==> config.mk <==
export PLATFORM = sky130hd
export DESIGN_NAME = ppce_port
export DESIGN_NICKNAME = d
export VERILOG_FILES = /design/src/logic/ppce_pkg.sv /design/src/logic/ppce_port.sv
export SDC_FILE = /design/constraint.sdc
export NUM_CORES = 1
export LEC_CHECK = 0
export BUFFER_PORTS_ARGS = -buffer_cell sky130_fd_sc_hd__buf_2
export CORE_MARGIN = 2
export CORE_UTILIZATION = 48
export DETAILED_ROUTE_END_ITERATION = 7
export PLACE_DENSITY = 0.71
export SLEW_MARGIN = 20
export SYNTH_ARGS = -nofsm -noshare
export SYNTH_HDL_FRONTEND = slang
export SYNTH_SLANG_ARGS = --single-unit
==> constraint.sdc <==
create_clock -name sys_clk -period 2.7 [get_ports sys_clk]
set_clock_uncertainty 0.05 [all_clocks]
set_input_delay 0.135 -clock sys_clk [delete_from_list [all_inputs] [get_ports sys_clk]]
set_output_delay 0.135 -clock sys_clk [all_outputs]
set_load 0.05 [all_outputs]
==> src/logic/ppce_pkg.sv <==
// package: register map, reset values and pin masks of the port block
package ppce_pkg;
  localparam int unsigned ADDR_W = 10;
  localparam int unsigned PINS   = 8;

  // register offsets
  localparam logic [9:0] OFS_DATA  = 10'h290;
  localparam logic [9:0] OFS_DIR   = 10'h291;
  localparam logic [9:0] OFS_PULL  = 10'h292;
  localparam logic [9:0] OFS_POL   = 10'h293;
  localparam logic [9:0] OFS_OD    = 10'h294;
  localparam logic [9:0] OFS_IE    = 10'h295;
  localparam logic [9:0] OFS_FLAG  = 10'h296;
  localparam logic [9:0] OFS_PIN   = 10'h297;
  localparam logic [9:0] OFS_DIEN  = 10'h299;

  // reset values
  localparam logic [7:0] RST_DATA  = 8'h00;
  localparam logic [7:0] RST_DIR   = 8'h00;
  localparam logic [7:0] RST_PULL  = 8'h00;
  localparam logic [7:0] RST_POL   = 8'h00;
  localparam logic [7:0] RST_OD    = 8'h00;
  localparam logic [7:0] RST_IE    = 8'h00;
  localparam logic [7:0] RST_FLAG  = 8'h00;
  localparam logic [7:0] RST_DIEN  = 8'h00;

  // pins tied to shared controllers
  localparam logic [7:0] CAN_RX_MASK = 8'h01;
  localparam logic [7:0] I2C_MASK    = 8'hC0;

  // input synchroniser depth, also the stale-read window
  localparam int unsigned SYNC_CYC = 2;
endpackage : ppce_pkg

==> src/logic/ppce_port.sv <==
// module: one eight-pin port with pin configuration and edge interrupts
//
// The address-and-strobe port was chosen for this implementation.
`timescale 1ns/100ps

////////////////////////////////////////////////////////////////////////////////
// Overview of operation
// - direction bit one output, zero input
// - pin reads lag two cycles after direction
// - enabled peripheral overrides, higher rank wins
// - input enable one turns input buffer on
// - pull enable activates pull on input/open-drain
// - push-pull output never has a pull
// - open-drain output allows pullup only
// - polarity one pulldown/rising, zero pullup/falling
// - active can pin: pulldown request disables pull
// - open-drain bit drives low only
// - open-drain bit ignored on input pins
// - i2c enable forces its pins open-drain
// - interrupt enable gates flag onto request
// - edges detected in input and output mode
// - active edge sets flag, writing one clears
module ppce_port
  import ppce_pkg::*;
(
  // clock and reset
  input  wire logic              sys_clk,
  input  wire logic              rst_b,
  // register port
  input  wire logic [ADDR_W-1:0] regAddr,
  input  wire logic [7:0]        regWrData,
  input  wire logic              regWrEn,
  input  wire logic              regRdEn,
  output logic      [7:0]        regRdData,
  // higher ranked shared peripheral
  input  wire logic [7:0]        hiEn,
  input  wire logic [7:0]        hiOe,
  input  wire logic [7:0]        hiOut,
  // lower ranked shared peripheral
  input  wire logic [7:0]        loEn,
  input  wire logic [7:0]        loOe,
  input  wire logic [7:0]        loOut,
  // controller enables
  input  wire logic              canActive,
  input  wire logic              i2cEn,
  // pads
  input  wire logic [7:0]        padIn,
  output logic      [7:0]        padOut,
  output logic      [7:0]        padOe,
  output logic      [7:0]        pullUpEn,
  output logic      [7:0]        pullDnEn,
  output logic      [7:0]        inBufEn,
  output logic      [7:0]        pinSync,
  // interrupt
  output logic                   irq
);

  typedef struct packed {
    logic [7:0] dat;
    logic [7:0] dir;
    logic [7:0] pull;
    logic [7:0] pol;
    logic [7:0] od;
    logic [7:0] ie;
    logic [7:0] flag;
    logic [7:0] dien;
    logic [7:0] s1;
    logic [7:0] s2;
    logic [7:0] s3;
    logic [7:0] rd;
    logic [7:0] pOut;
    logic [7:0] pOe;
    logic [7:0] pu;
    logic [7:0] pd;
    logic       irq;
  } ppce_state_s;

  ppce_state_s st_r;
  ppce_state_s st_nxt;

  function automatic logic [7:0] ppce_pick(input logic [7:0] hiE,
                                           input logic [7:0] hiV,
                                           input logic [7:0] loE,
                                           input logic [7:0] loV,
                                           input logic [7:0] gpV);
    ppce_pick = (hiE & hiV) | (~hiE & loE & loV) | (~hiE & ~loE & gpV);
  endfunction : ppce_pick

  logic [7:0] effOe;
  logic [7:0] effOut;
  logic [7:0] odEff;
  logic [7:0] ppDrv;
  logic [7:0] odDrv;
  logic [7:0] pullAct;
  logic [7:0] edgeHit;
  logic [7:0] clrMask;

  //////////////////////////////////////////////////////////////////////////////
  always_comb begin
    st_nxt = st_r;
    // peripheral ownership before gpio settings
    effOe  = ppce_pick(hiEn, hiOe, loEn, loOe, st_r.dir);
    effOut = ppce_pick(hiEn, hiOut, loEn, loOut, st_r.dat);
    odEff  = st_r.od | (i2cEn ? I2C_MASK : 8'h00);
    ppDrv  = effOe & ~odEff;
    odDrv  = effOe & odEff;
    pullAct = st_r.pull & ~ppDrv;
    st_nxt.pOut = effOut & ppDrv;
    st_nxt.pOe  = ppDrv | (odDrv & ~effOut);
    st_nxt.pu   = pullAct & ~st_r.pol;
    st_nxt.pd   = pullAct & st_r.pol & ~odDrv
                & ~(canActive ? CAN_RX_MASK : 8'h00);
    // disabled input buffer reads low, keeping analog pins quiet
    st_nxt.s1 = padIn & st_r.dien;
    st_nxt.s2 = st_r.s1;
    st_nxt.s3 = st_r.s2;
    // pad is sampled whatever drives it
    edgeHit = (st_r.pol & st_r.s2 & ~st_r.s3)
            | (~st_r.pol & ~st_r.s2 & st_r.s3);
    clrMask = 8'h00;
    if (regWrEn) begin
      case (regAddr)
        OFS_DATA: st_nxt.dat  = regWrData;
        OFS_DIR:  st_nxt.dir  = regWrData;
        OFS_PULL: st_nxt.pull = regWrData;
        OFS_POL:  st_nxt.pol  = regWrData;
        OFS_OD:   st_nxt.od   = regWrData;
        OFS_IE:   st_nxt.ie   = regWrData;
        OFS_FLAG: clrMask     = regWrData;
        OFS_DIEN: st_nxt.dien = regWrData;
        default:  clrMask     = 8'h00;
      endcase
    end
    // a new edge beats a clear in the same cycle
    st_nxt.flag = (st_r.flag & ~clrMask) | edgeHit;
    st_nxt.irq  = |(st_nxt.flag & st_r.ie);
    st_nxt.rd = 8'h00;
    if (regRdEn) begin
      case (regAddr)
        OFS_DATA: st_nxt.rd = (st_r.dir & st_r.dat) | (~st_r.dir & st_r.s2);
        OFS_DIR:  st_nxt.rd = st_r.dir;
        OFS_PULL: st_nxt.rd = st_r.pull;
        OFS_POL:  st_nxt.rd = st_r.pol;
        OFS_OD:   st_nxt.rd = st_r.od;
        OFS_IE:   st_nxt.rd = st_r.ie;
        OFS_FLAG: st_nxt.rd = st_r.flag;
        OFS_PIN:  st_nxt.rd = st_r.s2;
        OFS_DIEN: st_nxt.rd = st_r.dien;
        default:  st_nxt.rd = 8'h00;
      endcase
    end
  end

  //////////////////////////////////////////////////////////////////////////////
  always_ff @(posedge sys_clk) begin
    if (!rst_b) begin
      st_r      <= '0;
      st_r.dat  <= RST_DATA;
      st_r.dir  <= RST_DIR;
      st_r.pull <= RST_PULL;
      st_r.pol  <= RST_POL;
      st_r.od   <= RST_OD;
      st_r.ie   <= RST_IE;
      st_r.flag <= RST_FLAG;
      st_r.dien <= RST_DIEN;
    end else begin
      st_r <= st_nxt;
    end
  end

  assign regRdData = st_r.rd;
  assign padOut    = st_r.pOut;
  assign padOe     = st_r.pOe;
  assign pullUpEn  = st_r.pu;
  assign pullDnEn  = st_r.pd;
  assign inBufEn   = st_r.dien;
  assign pinSync   = st_r.s2;
  assign irq       = st_r.irq;
endmodule : ppce_port

**Yosys cells after proc, flatten, opt, wreduce, memory -nomap -nowiden**

Cells that the tools add are included.
W data, S select, Z words.

- Equal/unequal tests: 9
- Mux-type cells: 5
- Bitwise logic cells: 47
- Reductions and logical operators: 9

Operators by type and width:

| cell | count |
|---|---|
| $and A8 B8 Y8 | 26 |
| $eq A10 B10 Y1 const B | 9 |
| $not A8 Y8 | 11 |
| $or A8 B8 Y8 | 9 |
| $pmux W8 S9 | 1 |
| $mux W8 | 3 |
| $reduce_and A2 Y1 | 8 |
| $not A1 Y8 | 1 |
| $reduce_or A8 Y1 | 1 |
| $mux W1 | 1 |

- Register bits: 129
- Output and inout bits: 57
- Logic and storage cells: 87

**Logic depth before layout (Yosys ltp)**

- Depth in word-level cells: 11
- Mapped depth: 8
- Gate-level depth less buffers: 5

**Least setup slack after synthesis**

OpenSTA, ideal clock, no wires.

- Kind: input port to flip-flop
- Start: input regAddr[2]
- End: register st_r[120] (netlist bit)
- Data arrival time: 1.620 ns
- Path slack: 0.897 ns
- Stages: 8
- Cells stage by stage: buf_6 > or4b_4 > buf_6 > nor4_1 > buf_2 > nand2_1 > nand2_1 > a21oi_1

- Cells in the longest elaborated chain, start to end: 2

Ends and longest elaborated chain:

| what | line | text |
|---|---|---|
| start, declared | ppce_port.sv:30 | `input wire logic [ADDR_W-1:0] regAddr,` |
| $eq A10 B10 Y1 | ppce_port.sv:122 | `case (regAddr)` |
| $reduce_and A2 Y1 (no source line) | -- |  |
| end signal, assigned | ppce_port.sv:167 | `st_r <= st_nxt;` |
| end, declared | ppce_port.sv:78 | `ppce_state_s st_r;` |

No other way between the ends.
A chain may end at the register's enable or synchronous reset.

**Worst setup path after layout**

- Start: register st_r[102] (netlist bit)
- End: register st_r, in the netlist regRdData[5]

- Cells in the longest elaborated chain, start to end: 1

Ends and longest elaborated chain:

| what | line | text |
|---|---|---|
| $pmux W8 S9 | ppce_port.sv:139 | `case (regAddr)` |

No other way between the ends.

==> results by group <==
GRT
  – Vias in the first global route: between 4000 and 5000
  – Met3 Resource Use GR: 0.04797
  – Met2 GRT Util: 0.4165
  – Met1 usage: 0.3811
  – Total grt overflow: 0
  – Initial antenna violation count: 0
  – Most Crowded Layer GR: met2
  – Largest net degree at the start of global routing: 67
  – First-pass GRT wire length: ~27000 µm
  – Total GRT Usage: 0.2696

Clock network
  – Clock sink count: 129
  – CTS tree: built
  – CTS clk-pin slew, worst paths: ~0.06 ns
  – Root Buffer: clkbuf_16
  – Worst-Skew Late Latency: 0.42 ns
  – H-tree levels: 4
  – CTS buffer count: 17
  – Maximum buffer depth of the clock tree: 2

Drt
  – DRT iter0 DRCs: 450
  – Post-route ant nets: 0
  – DR vias: 5393
  – Avg WL per Cell: approximately 18 µm
  – Via/cell ratio: 5.526
  – TritonRoute pass-1 iters: 5
  – DRC errors left: 0
  – WL final: roughly 18000 µm

STA
  – Hold_ws: just under 0.01 ns
  – Relative slew margins: 0.3773
  – Finish-stage setup viols: 0
  – Minimum clock period: 1.799 ns
  – Worst-margin pin slew: 0.9271 ns
  – Pins over their slew limit: 0
  – RSZ-0062 raised after global routing: no
  – Maximum clock frequency: 0.5560 GHz
  – Setup TNS: 0 ns
  – Final hold vios: 0
  – Part of the cycle the worst path needs: 0.6662

Floorplan
  – DIE AREA: 13290 µm²
  – I/O pins: 137
  – Core area: 12060 µm²
  – Initial core utilization: 0.4929
  – DIE HEIGHT: 115.3 µm
  – Chip Width: 115.3 µm
  – # rows: 40

Placed design
  – Port Buf Inserts: 136
  – Gp weighted congestion: between 0.8 and 0.9
  – Final HPWL DP: 12770 µm

Logic synthesis
  – Synthesized flop and latch total: 129
  – Predominant post-synthesis flop cell: dfxtp_1
  – Synth top area cells: dfxtp_1 (43%), buf_4 (7.1%), nand2_1 (6.8%)
  – Post-Syn Area: 5946 µm²
  – Share of synthesized registers carrying an async set or reset: 0
  – Share of the synthesized area in the top cell type: 0.4343
  – Net Count, Synth: 783
  – Seq/Total Area, Yosys: 0.4343
  – Mean post-synth cell area: 8.458 µm²
  – Synth area leader: dfxtp_1
  – Synth warnings: 0
  – EDFF count, synth: 0
  – Commonest cells post-synth: dfxtp_1 (129), nand2_1 (107), a21oi_1 (74), buf_4 (56), nand3_1 (51)
  – Most frequent cell after synthesis: dfxtp_1
  – Mapped Cells: between 700 and 800
  – Synth cell types: 48

Hold path
  – Hold path depth: 3
  – Hold Path Class: primary input to register

Cells and area
  – Area Overhead vs Synth: 20.39%
  – Layout cell share with drive strength beyond 1: 0.2562
  – Nets: 875
  – Fillcell total: 1094
  – Multi-input gate area: 2701 µm²
  – # diodes: 0
  – FF+latch area: 2582 µm²

Worst setup path
  – CP Capture Type: register
  – CP Data Required Time: 2.94 ns
  – Reg2Reg Depth: 5
  – Startpoint Class: register
  – Crit path DAT: 2.04 ns
  – CP Class: register to register
  – CP max FO: 6

Run
  – Max_cap viols: 0

Status
  – Status: finished clean

Power and ir drop
  – Leak pwr: 2.893 nW
  – Peak supply drop: approximately 0.43 mV
  – P per Cell Area: roughly 640 nW/µm²
[metal layers]
metal | up-vias | wire, µm
met2 | 206 | 7915
li1 | 2617 | -
met3 | 21 | 1266
met4 | 0 | 289
met1 | 2549 | 8178
met5 | - | 0
[area by class of cell]
cell class                      count  share of cell area
Inverter                           17            0.008915
Timing Repair Buffer              171              0.1377
Clock inverter                     12             0.02202
Sequential cell                   129              0.3608
Multi-Input combinational cell    459              0.3774
Clock buffer                       20             0.06380
Tap cell                          168             0.02937
[flip-flops by register name (all words and copies together) (netlist names)]
register	flops
padOe	8
st_nxt	8
pullUpEn	8
pullDnEn	8
inBufEn	8
irq	1
padOut	8
st_r	64
regRdData	8
pinSync	8
[through the flow]
step | util | instance area (µm²) | total power [W] | setup slack (ns) | std cells
2_1_floorplan | - | 5946 | 0.002127 | 0.8973 | 703
3_3_place_gp | 0.5284 | 6374 | 0.002217 | 0.5816 | 927
3_5_place_dp | 0.5284 | 6374 | 0.002223 | 0.6199 | 927
4_1_cts | 0.5935 | 7158 | 0.004589 | 0.9375 | 976
5_1_grt | 0.5935 | 7158 | 0.004703 | 0.8206 | 976
6_report | 0.5935 | 7158 | 0.004562 | 0.9013 | 976
[timing repair]
action                    4_1_cts  5_1_grt
resized for setup               0        0
setup buffers                   0        0
hold endpoints to repair       18        0
hold buffers                   17        0
[logic make-up after synthesis]
kind of cell           synth area share
buffers and inverters            0.1124
flip-flops                       0.4343
multiplexers                    0.05513
AO/OA/AOI/OAI                    0.1705
AND/OR/NAND/NOR                  0.2277
[placed cells by master (no fill, tap or decap), types with 11 or more instances in the layout]
cell | Yosys | layout
buf_2 | 9 | 136
dfxtp_1 | 129 | 129
nand2_1 | 107 | 107
a21oi_1 | 74 | 74
nand3_1 | 51 | 51
nor2_1 | 40 | 40
mux2i_1 | 26 | 26
buf_4 | 56 | 18
inv_1 | 17 | 17
clkbuf_16 | 0 | 17
dlygate4sd3_1 | 0 | 17
o21ai_0 | 16 | 16
and2_1 | 15 | 15
a22oi_1 | 11 | 11
a211oi_1 | 11 | 11
[path summary, 6_finish.rpt]
kind	startpoint	end	slack, ns
hold reg to reg	st_nxt[56]	pinSync[7]	0.38
hold / removal	hiOut[3]	padOut[3]	0.01
setup reg to reg	st_r[102]	regRdData[5]	0.90
setup / recovery	st_r[102]	regRdData[5]	0.90
[power by group]
group	internal, W	switching, W
logic	0.000104	0.000181
registers	0.00191	0.00000233
clock network	0.00150	0.000858
[critical path, stage by stage (launching register included)]
cell and delay [ns]:
dfxtp_1 0.38, mux2_2 0.29, a22o_1 0.24, a32o_1 0.26, a222oi_1 0.32, a21oi_1 0.13
Power figures use the tool's default switching activity.
